===== src/hdl/octal_flash_consts.vh =====
// constants for the octal flash command decoder
// assumes a 10 MHz system clock and a host-driven link clock
`ifndef OCTAL_FLASH_CONSTS_VH
`define OCTAL_FLASH_CONSTS_VH
`define OP_ENTER_4B      8'hB7
`define OP_EXIT_4B       8'hE9
`define OP_ENTER_DPD     8'hB9
`define OP_RELEASE_DPD   8'hAB
`define OP_RD_SECT_PROT  8'h2D
`define OP_PG_SECT_PROT  8'h2C
`define OP_RD_VLOCK      8'hE8
`define OP_WR_VLOCK      8'hE5
`define OP_RD_NVLOCK     8'hE2
`define OP_WR_NVLOCK     8'hE3
`define OP_ER_NVLOCK     8'hE4
`define OP_RD_FREEZE     8'hA7
`define OP_WR_FREEZE     8'hA6
`define OP_RD_PASSWORD   8'h27
`define OP_WR_PASSWORD   8'h28
`define OP_UNLOCK_PASS   8'h29
`define OP_RD_VLOCK_4B   8'hE0
`define OP_WR_VLOCK_4B   8'hE1
`define OP_TRAINING_RD   8'hCD
`define OP_RESET_ENABLE  8'h66
`define OP_RESET_MEMORY  8'h99
`define OP_READ_ID_A     8'h9E
`define OP_READ_ID_B     8'h9F
`define OP_READ_SFDP     8'h5A
`define OP_READ_FLAG     8'h70
`define FLAG_READY_BIT   7
`define DUMMY_OCTAL_FIX  8'h08
`define DUMMY_TRAIN_ADD  8'h02
`define DUMMY_OCTAL_RST  8'h10
`define TRAIN_PATTERN    8'h55
`define PASSWORD_RST     64'h0000000000000000
`define ID_BYTE0         8'h11
`define ID_BYTE1         8'h22
`define ID_BYTE2         8'h33
`endif


===== src/hdl/link_sync.v =====
// two-flop synchroniser and edge finder for the host link pins
// assumes the link pins are asynchronous to clk_i
`default_nettype none
module link_sync (
   input  wire       clk_i,
   input  wire       rst_n,
   input  wire       sclk_i,
   input  wire       cs_n_i,
   output reg        cs_n,
   output reg        rise,
   output reg        fall
);
   reg       sclk_a;
   reg       sclk_b;
   reg       sclk_c;
   reg       cs_a;
   always @(posedge clk_i or negedge rst_n) begin
      if (!rst_n) begin
         sclk_a <= 1'b0;
         sclk_b <= 1'b0;
         sclk_c <= 1'b0;
         cs_a   <= 1'b1;
         cs_n   <= 1'b1;
         rise   <= 1'b0;
         fall   <= 1'b0;
      end else begin
         sclk_a <= sclk_i;
         sclk_b <= sclk_a;
         sclk_c <= sclk_b;
         cs_a   <= cs_n_i;
         cs_n   <= cs_a;
         // edges only count while selected, so a parked clock is harmless
         rise   <= sclk_b & ~sclk_c & ~cs_n;
         fall   <= ~sclk_b & sclk_c & ~cs_n;
      end
   end
endmodule // link_sync
`default_nettype wire


===== src/hdl/byte_shifter.v =====
// shifts bytes in on rising link edges, out on falling edges
// assumes one line in single mode, eight lines in octal mode
`default_nettype none
`include "octal_flash_consts.vh"
module byte_shifter (
   input  wire       clk_i,
   input  wire       rst_n,
   input  wire       clear_i,
   input  wire       octal_i,
   input  wire       rise_i,
   input  wire       fall_i,
   input  wire [7:0] lines_i,
   input  wire [7:0] tx_byte_i,
   output reg  [7:0] rx_byte_o,
   output reg        rx_done_o,
   output reg        tx_need_o,
   output reg  [7:0] lines_o
);
   reg [2:0] bit_cnt;
   reg [7:0] shift_in;
   reg [7:0] shift_out;
   always @(posedge clk_i or negedge rst_n) begin
      if (!rst_n) begin
         bit_cnt   <= 3'h0;
         shift_in  <= 8'h00;
         shift_out <= 8'h00;
         rx_byte_o <= 8'h00;
         rx_done_o <= 1'b0;
         tx_need_o <= 1'b0;
         lines_o   <= 8'h00;
      end else begin
         rx_done_o <= 1'b0;
         tx_need_o <= 1'b0;
         if (clear_i) begin
            bit_cnt <= 3'h0;
         end else if (rise_i) begin
            if (octal_i) begin
               rx_byte_o <= lines_i;
               rx_done_o <= 1'b1;
            end else begin
               shift_in <= {shift_in[6:0], lines_i[0]};
               bit_cnt  <= bit_cnt + 3'h1;
               if (bit_cnt == 3'h7) begin
                  rx_byte_o <= {shift_in[6:0], lines_i[0]};
                  rx_done_o <= 1'b1;
               end
            end
         end else if (fall_i) begin
            // msb first on the single line
            if (octal_i || bit_cnt == 3'h0) begin
               lines_o   <= octal_i ? tx_byte_i : {7'h00, tx_byte_i[7]};
               shift_out <= {tx_byte_i[6:0], 1'b0};
               tx_need_o <= 1'b1;
            end else begin
               lines_o   <= {7'h00, shift_out[7]};
               shift_out <= {shift_out[6:0], 1'b0};
            end
            if (!octal_i) begin
               bit_cnt <= bit_cnt + 3'h1;
            end
         end
      end
   end
endmodule // byte_shifter
`default_nettype wire


===== src/hdl/octal_flash_cmd_decoder.v =====
// command decoder for an octal serial flash
// assumes host drives cs, clock and lines; array logic lives outside
// What this block does
// - discovery read takes three address bytes, four in octal ddr
// - variable-address commands use four bytes if four-byte mode or octal ddr
// - octal ddr forces four-byte addressing; enter/exit four-byte do nothing
// - password read sends 64 bits, low byte first, msb first per byte
// - password read repeats the 64-bit value while selected
// - training read dummy count is octal ddr dummy setting plus two
// - training read has no address, outputs on eight lines until deselect
// - deep power-down enter and release are bare opcodes
// - nonvolatile lock read takes four address bytes, 8 dummies in octal ddr
// - nonvolatile lock write takes four address bytes, no data
// - erase nonvolatile lock bits is a bare opcode
// - freeze read has no address, 8 dummies in octal; freeze set is bare
// - after reset-memory and cs high, device enters power-on reset
// - software reset clears volatile locks and restores config from nonvolatile
// - software reset aborts running or suspended write, program or erase
// - reset done once flag status bit 7 reads one
// - reset-enable ignored during status or nonvolatile-config write
// - id read during erase or program is not decoded
// - cs high returns to standby and ends an id read
`default_nettype none
`include "octal_flash_consts.vh"
module octal_flash_cmd_decoder (
   input  wire        clk_i,
   input  wire        rst_n_i,
   input  wire        sclk_i,
   input  wire        cs_n_i,
   input  wire [7:0]  serial_lines_i,
   input  wire        octal_ddr_i,
   input  wire        cfg_4byte_i,
   input  wire [7:0]  cfg_ddr_dummy_i,
   input  wire        busy_erase_prog_i,
   input  wire        busy_reg_write_i,
   input  wire        suspended_i,
   input  wire [7:0]  nv_config_i,
   input  wire [63:0] password_i,
   input  wire [7:0]  lock_status_i,
   output reg  [7:0]  serial_lines_o,
   output reg  [7:0]  serial_lines_oe_o,
   output reg         addr_4byte_o,
   output reg         deep_power_down_o,
   output reg         freeze_o,
   output reg  [7:0]  volatile_config_o,
   output reg  [7:0]  volatile_lock_o,
   output reg         nvlock_write_o,
   output reg         nvlock_erase_o,
   output reg  [31:0] address_o,
   output reg         abort_op_o,
   output reg         reset_busy_o,
   output reg  [7:0]  last_opcode_o
);
////////////////////////////////////////////////////////////////////////
   localparam ST_OPCODE = 3'h0;
   localparam ST_ADDR   = 3'h1;
   localparam ST_DUMMY  = 3'h2;
   localparam ST_DATA   = 3'h3;
   localparam ST_IN     = 3'h4;
   localparam ST_IGNORE = 3'h5;
   localparam ST_DONE   = 3'h6;

   localparam SRC_NONE  = 3'h0;
   localparam SRC_PASS  = 3'h1;
   localparam SRC_TRAIN = 3'h2;
   localparam SRC_ID    = 3'h3;
   localparam SRC_LOCK  = 3'h4;
   localparam SRC_FRZ   = 3'h5;
   localparam SRC_FLAG  = 3'h6;

   // address bytes: 0 none, 3 or 4; variable ones follow mode
   function [2:0] addr_len;
      input [7:0] op;
      input       four;
      input       ddr;
      begin
         if (op == `OP_RD_NVLOCK || op == `OP_WR_NVLOCK ||
             op == `OP_RD_VLOCK_4B || op == `OP_WR_VLOCK_4B) begin
            addr_len = 3'h4;
         end else if (op == `OP_READ_SFDP) begin
            addr_len = ddr ? 3'h4 : 3'h3;
         end else if (op == `OP_RD_VLOCK || op == `OP_WR_VLOCK) begin
            addr_len = (four || ddr) ? 3'h4 : 3'h3;
         end else begin
            addr_len = 3'h0;
         end
      end
   endfunction

////////////////////////////////////////////////////////////////////////
   reg        rst_a;
   reg        rst_n;
   always @(posedge clk_i or negedge rst_n_i) begin
      if (!rst_n_i) begin
         rst_a <= 1'b0;
         rst_n <= 1'b0;
      end else begin
         rst_a <= 1'b1;
         rst_n <= rst_a;
      end
   end

   wire       cs_n;
   wire       rise;
   wire       fall;
   link_sync u_sync (
      .clk_i  (clk_i),
      .rst_n  (rst_n),
      .sclk_i (sclk_i),
      .cs_n_i (cs_n_i),
      .cs_n   (cs_n),
      .rise   (rise),
      .fall   (fall)
   );

   reg  [7:0] lines_s1;
   reg  [7:0] lines_s2;
   always @(posedge clk_i or negedge rst_n) begin
      if (!rst_n) begin
         lines_s1 <= 8'h00;
         lines_s2 <= 8'h00;
      end else begin
         lines_s1 <= serial_lines_i;
         lines_s2 <= lines_s1;
      end
   end

   reg  [2:0] state;
   reg  [2:0] src;
   reg  [7:0] opcode;
   reg  [2:0] addr_left;
   reg  [7:0] dummy_left;
   reg  [2:0] tx_index;
   reg  [7:0] tx_byte;
   reg        out_octal;
   reg        reset_armed;
   reg        cs_prev;
   reg  [1:0] id_index;

   wire       rx_octal = octal_ddr_i;
   wire [7:0] rx_byte;
   wire       rx_done;
   wire       tx_need;
   wire [7:0] shift_lines;
   byte_shifter u_shift (
      .clk_i     (clk_i),
      .rst_n     (rst_n),
      .clear_i   (cs_n),
      .octal_i   ((state == ST_DATA) ? out_octal : rx_octal),
      .rise_i    (rise & (state != ST_DATA)),
      .fall_i    (fall & (state == ST_DATA)),
      .lines_i   (lines_s2),
      .tx_byte_i (tx_byte),
      .rx_byte_o (rx_byte),
      .rx_done_o (rx_done),
      .tx_need_o (tx_need),
      .lines_o   (shift_lines)
   );

////////////////////////////////////////////////////////////////////////
   // next output byte from the selected source
   always @* begin
      case (src)
         SRC_PASS:  tx_byte = password_i[{tx_index, 3'h0} +: 8];
         SRC_TRAIN: tx_byte = `TRAIN_PATTERN;
         SRC_ID:    tx_byte = (id_index == 2'h0) ? `ID_BYTE0 :
                              (id_index == 2'h1) ? `ID_BYTE1 : `ID_BYTE2;
         SRC_LOCK:  tx_byte = lock_status_i;
         SRC_FRZ:   tx_byte = {7'h00, freeze_o};
         SRC_FLAG:  tx_byte = {~reset_busy_o, 7'h00};
         default:   tx_byte = 8'h00;
      endcase
   end

   wire        sel_fall = cs_n & ~cs_prev;

   always @(posedge clk_i or negedge rst_n) begin
      if (!rst_n) begin
         state             <= ST_OPCODE;
         src               <= SRC_NONE;
         opcode            <= 8'h00;
         addr_left         <= 3'h0;
         dummy_left        <= 8'h00;
         tx_index          <= 3'h0;
         id_index          <= 2'h0;
         out_octal         <= 1'b0;
         reset_armed       <= 1'b0;
         cs_prev           <= 1'b1;
         serial_lines_o    <= 8'h00;
         serial_lines_oe_o <= 8'h00;
         addr_4byte_o      <= 1'b0;
         deep_power_down_o <= 1'b0;
         freeze_o          <= 1'b0;
         volatile_config_o <= 8'h00;
         volatile_lock_o   <= 8'h00;
         nvlock_write_o    <= 1'b0;
         nvlock_erase_o    <= 1'b0;
         address_o         <= 32'h00000000;
         abort_op_o        <= 1'b0;
         reset_busy_o      <= 1'b1;
         last_opcode_o     <= 8'h00;
      end else begin
         cs_prev        <= cs_n;
         nvlock_write_o <= 1'b0;
         nvlock_erase_o <= 1'b0;
         abort_op_o     <= 1'b0;
         reset_busy_o   <= 1'b0;
         if (octal_ddr_i) begin
            addr_4byte_o <= 1'b1;
         end
         if (cs_n) begin
            serial_lines_oe_o <= 8'h00;
            src               <= SRC_NONE;
            state             <= ST_OPCODE;
            if (sel_fall) begin
               // actions take effect on deselect
               if (state == ST_DONE || state == ST_IN) begin
                  case (opcode)
                     `OP_ENTER_4B:    if (!octal_ddr_i) addr_4byte_o <= 1'b1;
                     `OP_EXIT_4B:     if (!octal_ddr_i) addr_4byte_o <= 1'b0;
                     `OP_ENTER_DPD:   deep_power_down_o <= 1'b1;
                     `OP_RELEASE_DPD: deep_power_down_o <= 1'b0;
                     `OP_WR_NVLOCK:   nvlock_write_o    <= 1'b1;
                     `OP_ER_NVLOCK:   nvlock_erase_o    <= 1'b1;
                     `OP_WR_FREEZE:   freeze_o          <= 1'b1;
                     default: ;
                  endcase
                  // enable only arms if no register write runs
                  if (opcode == `OP_RESET_ENABLE) begin
                     reset_armed <= ~busy_reg_write_i;
                  end else if (opcode == `OP_RESET_MEMORY && reset_armed) begin
                     // relied upon: the enable came in an earlier frame
                     reset_armed       <= 1'b0;
                     reset_busy_o      <= 1'b1;
                     volatile_config_o <= nv_config_i;
                     volatile_lock_o   <= 8'h00;
                     freeze_o          <= 1'b0;
                     addr_4byte_o      <= octal_ddr_i | cfg_4byte_i;
                     deep_power_down_o <= 1'b0;
                     abort_op_o        <= busy_erase_prog_i | suspended_i;
                  end else begin
                     reset_armed <= 1'b0;
                  end
               end
            end
         end else begin
            case (state)
               ST_OPCODE: begin
                  if (rx_done) begin
                     opcode        <= rx_byte;
                     last_opcode_o <= rx_byte;
                     tx_index      <= 3'h0;
                     id_index      <= 2'h0;
                     addr_left     <= addr_len(rx_byte, addr_4byte_o | cfg_4byte_i, octal_ddr_i);
                     if (deep_power_down_o && rx_byte != `OP_RELEASE_DPD) begin
                        state <= ST_IGNORE;
                     end else if ((rx_byte == `OP_READ_ID_A || rx_byte == `OP_READ_ID_B) &&
                                  busy_erase_prog_i) begin
                        state <= ST_IGNORE;
                     end else if (addr_len(rx_byte, addr_4byte_o | cfg_4byte_i, octal_ddr_i) != 3'h0) begin
                        state <= ST_ADDR;
                     end else begin
                        case (rx_byte)
                           `OP_ENTER_4B, `OP_EXIT_4B, `OP_ENTER_DPD, `OP_RELEASE_DPD,
                           `OP_ER_NVLOCK, `OP_WR_FREEZE, `OP_RESET_ENABLE,
                           `OP_RESET_MEMORY: state <= ST_DONE;
                           `OP_PG_SECT_PROT, `OP_WR_PASSWORD,
                           `OP_UNLOCK_PASS: state <= ST_IN;
                           `OP_TRAINING_RD: begin
                              src        <= SRC_TRAIN;
                              out_octal  <= 1'b1;
                              dummy_left <= cfg_ddr_dummy_i + `DUMMY_TRAIN_ADD;
                              state      <= ST_DUMMY;
                           end
                           `OP_RD_PASSWORD, `OP_RD_FREEZE, `OP_RD_SECT_PROT: begin
                              src        <= (rx_byte == `OP_RD_PASSWORD) ? SRC_PASS :
                                            (rx_byte == `OP_RD_FREEZE) ? SRC_FRZ : SRC_LOCK;
                              out_octal  <= octal_ddr_i;
                              dummy_left <= octal_ddr_i ? `DUMMY_OCTAL_FIX : 8'h00;
                              state      <= ST_DUMMY;
                           end
                           `OP_READ_ID_A, `OP_READ_ID_B, `OP_READ_FLAG: begin
                              src        <= (rx_byte == `OP_READ_FLAG) ? SRC_FLAG : SRC_ID;
                              out_octal  <= octal_ddr_i;
                              dummy_left <= octal_ddr_i ? `DUMMY_OCTAL_FIX : 8'h00;
                              state      <= ST_DUMMY;
                           end
                           default: state <= ST_IGNORE;
                        endcase
                     end
                  end
               end
               ST_ADDR: begin
                  if (rx_done) begin
                     address_o <= {address_o[23:0], rx_byte};
                     addr_left <= addr_left - 3'h1;
                     if (addr_left == 3'h1) begin
                        if (opcode == `OP_WR_NVLOCK || opcode == `OP_WR_VLOCK ||
                            opcode == `OP_WR_VLOCK_4B) begin
                           state <= ST_IN;
                        end else begin
                           src        <= SRC_LOCK;
                           out_octal  <= octal_ddr_i;
                           dummy_left <= octal_ddr_i ? `DUMMY_OCTAL_FIX : 8'h00;
                           state      <= ST_DUMMY;
                        end
                     end
                  end
               end
               ST_DUMMY: begin
                  if (dummy_left == 8'h00) begin
                     state <= ST_DATA;
                  end else if (rise) begin
                     dummy_left <= dummy_left - 8'h01;
                  end
               end
               ST_DATA: begin
                  serial_lines_oe_o <= out_octal ? 8'hFF : 8'h01;
                  serial_lines_o    <= shift_lines;
                  if (tx_need) begin
                     tx_index <= tx_index + 3'h1;
                     if (id_index != 2'h2) begin
                        id_index <= id_index + 2'h1;
                     end
                  end
               end
               ST_IN: begin
                  if (rx_done && opcode == `OP_WR_VLOCK) begin
                     volatile_lock_o <= rx_byte;
                  end
               end
               default: ;
            endcase
         end
      end
   end
endmodule // octal_flash_cmd_decoder
`default_nettype wire


===== config.mk =====
export PLATFORM = sky130hd
export DESIGN_NAME = octal_flash_cmd_decoder
export DESIGN_NICKNAME = d
export VERILOG_FILES = /design/src/hdl/link_sync.v /design/src/hdl/byte_shifter.v /design/src/hdl/octal_flash_cmd_decoder.v
export VERILOG_INCLUDE_DIRS = /design/src /design/src/hdl
export SDC_FILE = /design/constraint.sdc
export NUM_CORES = 1
export LEC_CHECK = 0
export BUFFER_PORTS_ARGS = -buffer_cell sky130_fd_sc_hd__buf_2
export CORE_MARGIN = 2
export CORE_UTILIZATION = 35
export DETAILED_ROUTE_END_ITERATION = 6
export SLEW_MARGIN = 20
export SYNTH_ARGS = -nofsm -noshare
export SYNTH_HDL_FRONTEND = slang
export SYNTH_SLANG_ARGS = --single-unit
export TNS_END_PERCENT = 30

===== constraint.sdc =====
create_clock -name clk_i -period 6.3 [get_ports clk_i]
set_input_delay 0 -clock clk_i [delete_from_list [all_inputs] [get_ports clk_i]]
set_output_delay 0 -clock clk_i [all_outputs]
set_load 0.03 [all_outputs]

==> metrics.md, run 1 <==
| Metric | Value |
|---|---|
| Largest family of logic cells by synthesized area | `multiplexers` |
| Initial DRC Count | `between 400 and 500` |
| Adder-cell share of the synthesized area | `1.93%` |
| Largest net degree at the start of global routing | `76` |
| Num rows | `54` |
| Post-synth EDFFs | `0` |
| Setup_tns | `0 ns` |
| Final total power | `2380 uW` |
| PwrDens | `243 nW/um^2` |
| Clock latency on the worst-skew pair | `roughly 0.43 ns` |
| Worst slew margin | `34.6%` |
| Measured slew at the worst slew-check pin | `between 0.9 and 1 ns` |
| TritonCTS Buffers | `17` |
| Mapped cell area | `around 8000 um^2` |
| Fin nets | `around 1000` |
| Most instantiated cells after synthesis | `dfrtp_1 (154), mux2_2 (62), nand2_1 (57)` |
| Post-route minimum period | `2.75 ns` |
| # port buffers | `183` |
| Max-slew violations | `0` |
| Post-Synth XOR/XNOR Area | `1.13%` |
| Compound-gate portion of the synthesized area | `between 10% and 20%` |
| Crit-path max FO | `22` |
| Post-CTS sizing | `0` |
| CTS H-tree lvls | `4` |
| Total GRT Usage | `16.9%` |
| Most area-consuming cells after synthesis | `dfrtp_1 (50%), mux2_2 (9.0%), mux4_2 (4.6%)` |
| Most used DFF post-synth | `dfrtp_1` |
| Avg Inst Size Synth | `between 10 and 15 um^2` |
| Clock transition at path regs | `0.06 ns` |
| Drt pass-1 iters | `5` |
| Synth area leader | `dfrtp_1` |
| Routed WL per cell | `16.8 um` |
| Critical path arrival | `3.11 ns` |
| Post-DP HPWL | `roughly 14000 um` |
| Global-route wire length before repair | `31800 um` |
| RSZ-0062 raised after global routing | `no` |
| Period utilization | `43.7%` |
| WHS | `0.0288 ns` |
| Routability congestion estimate | `0.860` |
| IO Pins | `184` |
| Die footprint | `~23000 um^2` |
| Top-area cell type share of the netlist area | `49.5%` |
| CP required | `6.66 ns` |
| Sequential area share after synthesis | `about half` |
| Endpoint class of the critical path | `flip-flop` |
| Routed Antenna Nets | `0` |
| Mux contribution to synthesized area | `between 15 and 20%` |
| Crit Path Category | `flip-flop to flip-flop` |
| Max Clk Rate | `363 MHz` |
| Synth async-reset ratio | `100%` |
| Antenna cells | `0` |
| Max_cap viols | `0` |
| Die Y-Extent | `153 um` |
| Fin. Hold Viols | `0` |
| Root buf cell | `clkbuf_16` |
| Share of layout cells above drive strength 1 | `35.3%` |
| Vias in the first global route | `5892` |
| Status | `completed` |
| Most common cell in the netlist | `dfrtp_1` |
| Worst R2R Setup Slack | `3.55 ns` |
| Final setup viols | `0` |
| Layout Utilization | `approximately 45%` |
| Final worst clock skew | `0.00858 ns` |
| Clock buffer depth | `2` |
| Hold Buf Count CTS | `29` |
| Synth Register Bits | `158` |
| Dpl ws | `around 3.2 ns` |
| Drt drc | `0` |
| WL final | `approximately 20000 um` |
| Startpoint class of the critical path | `flip-flop` |
| Mapped Cells | `679` |
| Peak VDD IR | `0.000174 V` |
| Cell variety after synth | `73` |
| Grt total ovfl | `0` |
| Initial antenna violation count | `1` |
| Syn_nets | `796` |
| # clock sinks | `158` |
| Initial Util | `35.7%` |
| Area grow syn2layout | `25.8%` |
| CTS tree | `built` |
| Die W | `153 um` |
| Hold crit path type | `primary input to flip-flop` |
| Leak Pwr | `between 0.004 and 0.005 uW` |
| Vias | `6069` |
| Fin worst setup slack | `between 3 and 4 ns` |
| Vias per inst | `5.20` |
| Simple-gate share of the synthesized area | `between 10 and 15%` |
| Core area | `21800 um^2` |
| Post-CTS setup buffers | `0` |
| Synthesis warning total | `0` |
-- stage by stage --
stage / area [um^2] / std cells
4_1_cts: 9780 / 1167
5_1_grt: 9790 / 1167
2_1_floorplan: 7780 / 679
6_report: 9790 / 1167
3_5_place_dp: 8910 / 1106
3_3_place_gp: 8910 / 1106
-- critical path, cell delays in order, from the launching register on --
cell	delay, ns
dfstp_2	0.81
nor2b_1	0.23
nand2b_1	0.21
nor2_1	0.68
o21a_1	0.21
dlygate4sd3_1	0.54
-- registers in the layout, summed over array words and instances, names as in the netlist, 2 cells and up --
signal / count
u_shift.lines_o: 8
u_shift.rx_byte_o: 8
id_index: 2
state: 3
lines_s1: 8
serial_lines_oe_o: 2
tx_index: 3
u_shift.bit_cnt: 3
serial_lines_o: 8
address_o: 32
src: 3
volatile_lock_o: 8
volatile_config_o: 8
u_shift.shift_out: 7
u_shift.shift_in: 7
opcode: 8
lines_s2: 8
addr_left: 3
dummy_left: 8
-- metal layers --
metal	vias up	global-route usage, %	share of wire [%]
met5	-	0	0
met3	21	3.86	4.4
met1	3035	23.8	47
met2	145	26.2	47
li1	2868	-	-
met4	0	4.98	1.3
-- power by group --
| part | leakage [uW] | internal [uW] | switching [uW] |
|---|---|---|---|
| clock network | 0.000283 | 600 | 422 |
| logic | 0.00232 | 111 | 109 |
| registers | 0.00206 | 1060 | 80.5 |
| total | 0.00466 | 1770 | 612 |
-- layout make-up --
class | instances | area [um^2]
timing repair buffer | 217 | 1240
fill | 2052 | 12000
multi-input combinational | 462 | 3580
clock buffer | 21 | 450
clock inverter | 11 | 134
sequential | 158 | 3960
inverter | 18 | 67.6
tap | 280 | 350
-- cells in the final DEF (no fill, tap or decap), types with 5 or more instances in the layout --
cell	count
nor3_1	10
inv_1	18
a22o_1	15
nor2b_1	7
a21oi_1	26
buf_4	5
dfrtp_1	152
ha_1	12
mux4_2	16
o21ai_0	35
clkbuf_16	17
nand2_1	57
a211oi_1	6
a31oi_1	5
o211ai_1	5
nand4_1	6
nor3b_1	7
nor2_1	44
nand2b_1	10
mux2_2	62
mux2i_1	19
xnor2_1	7
buf_2	183
nand3_1	16
dlygate4sd3_1	29
nand3b_1	11
-- cell families after synthesis --
kind of cell | count (synthesis)
xor+xnor | 10
flops | 158
other cells | 1
fa+ha+maj | 12
compound gates | 134
buf+inv | 59
mux | 104
simple gates | 201
-- final timing paths --
kind	start	endpoint	cells after the start
worst max-delay path	u_sync.cs_n	abort_op_o	5
worst min-delay path	cfg_ddr_dummy_i[7]	dummy_left[7]	4
worst max register to register	u_sync.cs_n	abort_op_o	5
worst min register to register	lines_s1[6]	lines_s2[6]	0
max in group asynchronous	rst_n	tx_index[0]	1
min in group asynchronous	rst_n_i	rst_n	3
No activity file was read; power rests on OpenSTA's default activity.
==> inputs of run 2 (changes only) <==
Settings changed: ABC_AREA set to 1.
Clock period 6.3 ns to 2.85 ns, I/O delays scaled along.
==> metrics.md, run 2 <==
| Metric | Value |
|---|---|
| Status | `completed` |
| Synthesis warning total | `0 (unchanged)` |
| Clock latency on the worst-skew pair | `0.43 ns (about the same)` |
| Clock transition at path regs | `0.06 ns (about the same)` |
| Drt drc | `0 (unchanged)` |
| CTS tree | `built` |
| TritonCTS Buffers | `17 (unchanged)` |
| Sequential area share after synthesis | `48.7% (-2.1 points)` |
| Grt total ovfl | `0 (unchanged)` |
| Die W | `156 um (+2.1%)` |
| M1 WL | `10500 um (+14%)` |
| Routed WL per cell | `14.4 um (-14%)` |
| Clock buffer depth | `2 (unchanged)` |
| Core area | `22700 um^2 (+4.1%)` |
| Hold crit path type | `primary input to flip-flop` |
| Mapped Cells | `1005 (+48%)` |
| Final worst clock skew | `0.0129 ns (+0.00433 ns)` |
| Most instantiated cells after synthesis | `nand2_1 (234), dfrtp_1 (154), nor2_1 (115)` |
| Most frequent cells in the layout | `nand2_1 (234), buf_2 (183), dfrtp_1 (153)` |
| Layout Utilization | `44.9% (about the same)` |
| Max reg flops | `32 (unchanged)` |
| Startpoint class of the critical path | `flip-flop` |
| Crit-path max FO | `17 (-23%)` |
| Num rows | `55 (+1.9%)` |
| Global-route wire length before repair | `35400 um (+11%)` |
| Post-synth EDFFs | `0 (unchanged)` |
| Hold Buf Count CTS | `31 (+6.9%)` |
| Post-CTS setup buffers | `0 (unchanged)` |
| # clock sinks | `158 (unchanged)` |
| Post-CTS sizing | `0 (unchanged)` |
| Area grow syn2layout | `25.6%` |
| Max Clk Rate | `441 MHz (+21%)` |
| Dpl ws | `0.584 ns (-2.67 ns)` |
| Most common cell in the netlist | `nand2_1` |
| Top-area cell type share of the netlist area | `47.5% (-2.1 points)` |
| PwrDens | `779 nW/um^2 (+220%)` |
| Vias in the first global route | `7018 (+19%)` |
| Final setup viols | `0 (unchanged)` |
| Synth area leader | `dfrtp_1` |
| Initial DRC Count | `596 (+39%)` |
| Commonest non-fill, non-tap cell in the layout | `nand2_1` |
| Most area-consuming cells after synthesis | `dfrtp_1 (47%), nand2_1 (11%), o21ai_0 (6.8%)` |
| Root buf cell | `clkbuf_16` |
| Top reg by flops | `address_o` |
| Vias | `7351 (+21%)` |
| Die footprint | `24400 um^2 (+4.2%)` |
| Routed Antenna Nets | `0 (unchanged)` |
| WL final | `21800 um (+11%)` |
| Post-DP HPWL | `16200 um (+15%)` |
| Peak VDD IR | `0.000463 V (+170%)` |
| Fin nets | `1330 (+34%)` |
| Vias per inst | `4.86 (-6.5%)` |
| Drt pass-1 iters | `5 (unchanged)` |
| Cell variety after synth | `49 (-33%)` |
| Period utilization | `79.5% (+36 points)` |
| Synth Register Bits | `158 (unchanged)` |
| Setup_tns | `0 ns (unchanged)` |
| Die Y-Extent | `156 um (+2.1%)` |
| Initial Util | `35.8% (+0.091 points)` |
| Max-slew violations | `0 (unchanged)` |
| Synth async-reset ratio | `100% (unchanged)` |
| Crit Path Category | `flip-flop to flip-flop` |
| Avg Inst Size Synth | `8.08 um^2 (-30%)` |
| Endpoint class of the critical path | `flip-flop` |
| Met2 wire len | `9640 um (+3.8%)` |
| Post-route minimum period | `2.27 ns (-0.484 ns)` |
| Measured slew at the worst slew-check pin | `0.761 ns (-0.212 ns)` |
| Total GRT Usage | `18.4% (+1.5 points)` |
| RSZ-0062 raised after global routing | `no` |
| Met3 WL | `1390 um (+60%)` |
| Worst slew margin | `49.2% (+15 points)` |
| Share of layout cells above drive strength 1 | `23.7% (-12 points)` |
| # port buffers | `183 (unchanged)` |
| Syn_nets | `1122 (+41%)` |
| Most used DFF post-synth | `dfrtp_1` |
| Top layer in use | `met4` |
| Initial antenna violation count | `1 (unchanged)` |
| CP required | `3.15 ns (-3.51 ns)` |
| CTS H-tree lvls | `4 (unchanged)` |
| Max_cap viols | `0 (unchanged)` |
| Mapped cell area | `8120 um^2 (+4.3%)` |
| IO Pins | `184 (unchanged)` |
| Routability congestion estimate | `0.896 (+4.2%)` |
| Fin. Hold Viols | `0 (unchanged)` |
| Fin worst setup slack | `0.583 ns (-2.97 ns)` |
| Leak Pwr | `0.00515 uW (+11%)` |
| Critical path arrival | `2.56 ns (-0.55 ns)` |
| Largest net degree at the start of global routing | `71 (-6.6%)` |
-- run 2: changes by cell type after synthesis, moves of 16 or more --
cell | before | now
mux2i_1 | 19 | 0
a21oi_1 | 26 | 44
o211ai_1 | 5 | 22
nand2_1 | 57 | 234
nor2_1 | 44 | 115
mux4_2 | 16 | 0
mux2_2 | 62 | 9
o21ai_0 | 36 | 110
inv_1 | 18 | 94
nand3_1 | 16 | 52
-- run 2: cell families after synthesis --
| group | after synthesis | share of synthesized area [%] |
|---|---|---|
| AND/OR/NAND/NOR | 463 | 25.7 |
| AO/OA/AOI/OAI | 207 | 13.9 |
| flip-flops | 158 | 48.7 |
| buffers and inverters | 147 | 7.69 |
| adder cells (fa/ha/maj) | 12 | 1.85 |
| multiplexers | 9 | 1.25 |
| XOR/XNOR | 8 | 0.863 |
| other | 1 | 0.0462 |
-- run 2: worst max-delay path, stage by stage, from the launching register on --
cell and delay, ns:
dfstp_2 0.76, inv_1 0.29, nor2_1 0.24, inv_1 0.11, nor2_1 0.25, inv_1 0.13, o41ai_1 0.26, a21oi_1 0.11
-- run 2: per-stage QoR --
step	instances	instance area [um^2]	power, uW	hold slack (ns)
finish	1512	10200	7940	0.0249
detailed placement	1448	9300	5700	-0.209
global placement	1448	9300	5690	-0.211
global route	1511	10200	8520	0.0614
CTS	1511	10200	8000	0.00521
floorplan	1005	8120	4930	-0.296
-- run 2: power breakdown --
group / total [uW] / switching (uW) / internal (uW)
sequential: 2980 / 369 / 2610
clock: 2230 / 1040 / 1190
combinational: 2730 / 1880 / 857
total: 7940 / 3290 / 4650
-- run 2: cell type report --
| class | count | area (um^2) |
|---|---|---|
| inverters | 113 | 432 |
| clock inverters | 14 | 149 |
| well taps | 285 | 357 |
| multi-input cells | 700 | 3540 |
| flip-flops and latches | 158 | 3960 |
| clock buffers | 18 | 439 |
| diodes | 1 | 2.50 |
| repair buffers | 223 | 1320 |
| fillers | 2287 | 12500 |
-- run 2: per-layer routing --
metal,global-route usage (%),vias to the layer above
li1,-,3688
met1,25.6,3393
met2,28.7,250
met3,3.66,20
met4,6.12,0
met5,0,-
-- run 2: worst paths after layout --
path | slack, ns | depth (start not counted) | end | startpoint
max reg2reg | 0.58 | 7 | deep_power_down_o | u_sync.cs_n
max in group asynchronous | 1.76 | 1 | address_o[4] | rst_n
min in group asynchronous | 0.32 | 0 | dummy_left[5] | rst_n
max | 0.58 | 7 | deep_power_down_o | u_sync.cs_n
min reg2reg | 0.32 | 0 | dummy_left[5] | rst_n
min | 0.02 | 5 | dummy_left[5] | cfg_ddr_dummy_i[5]
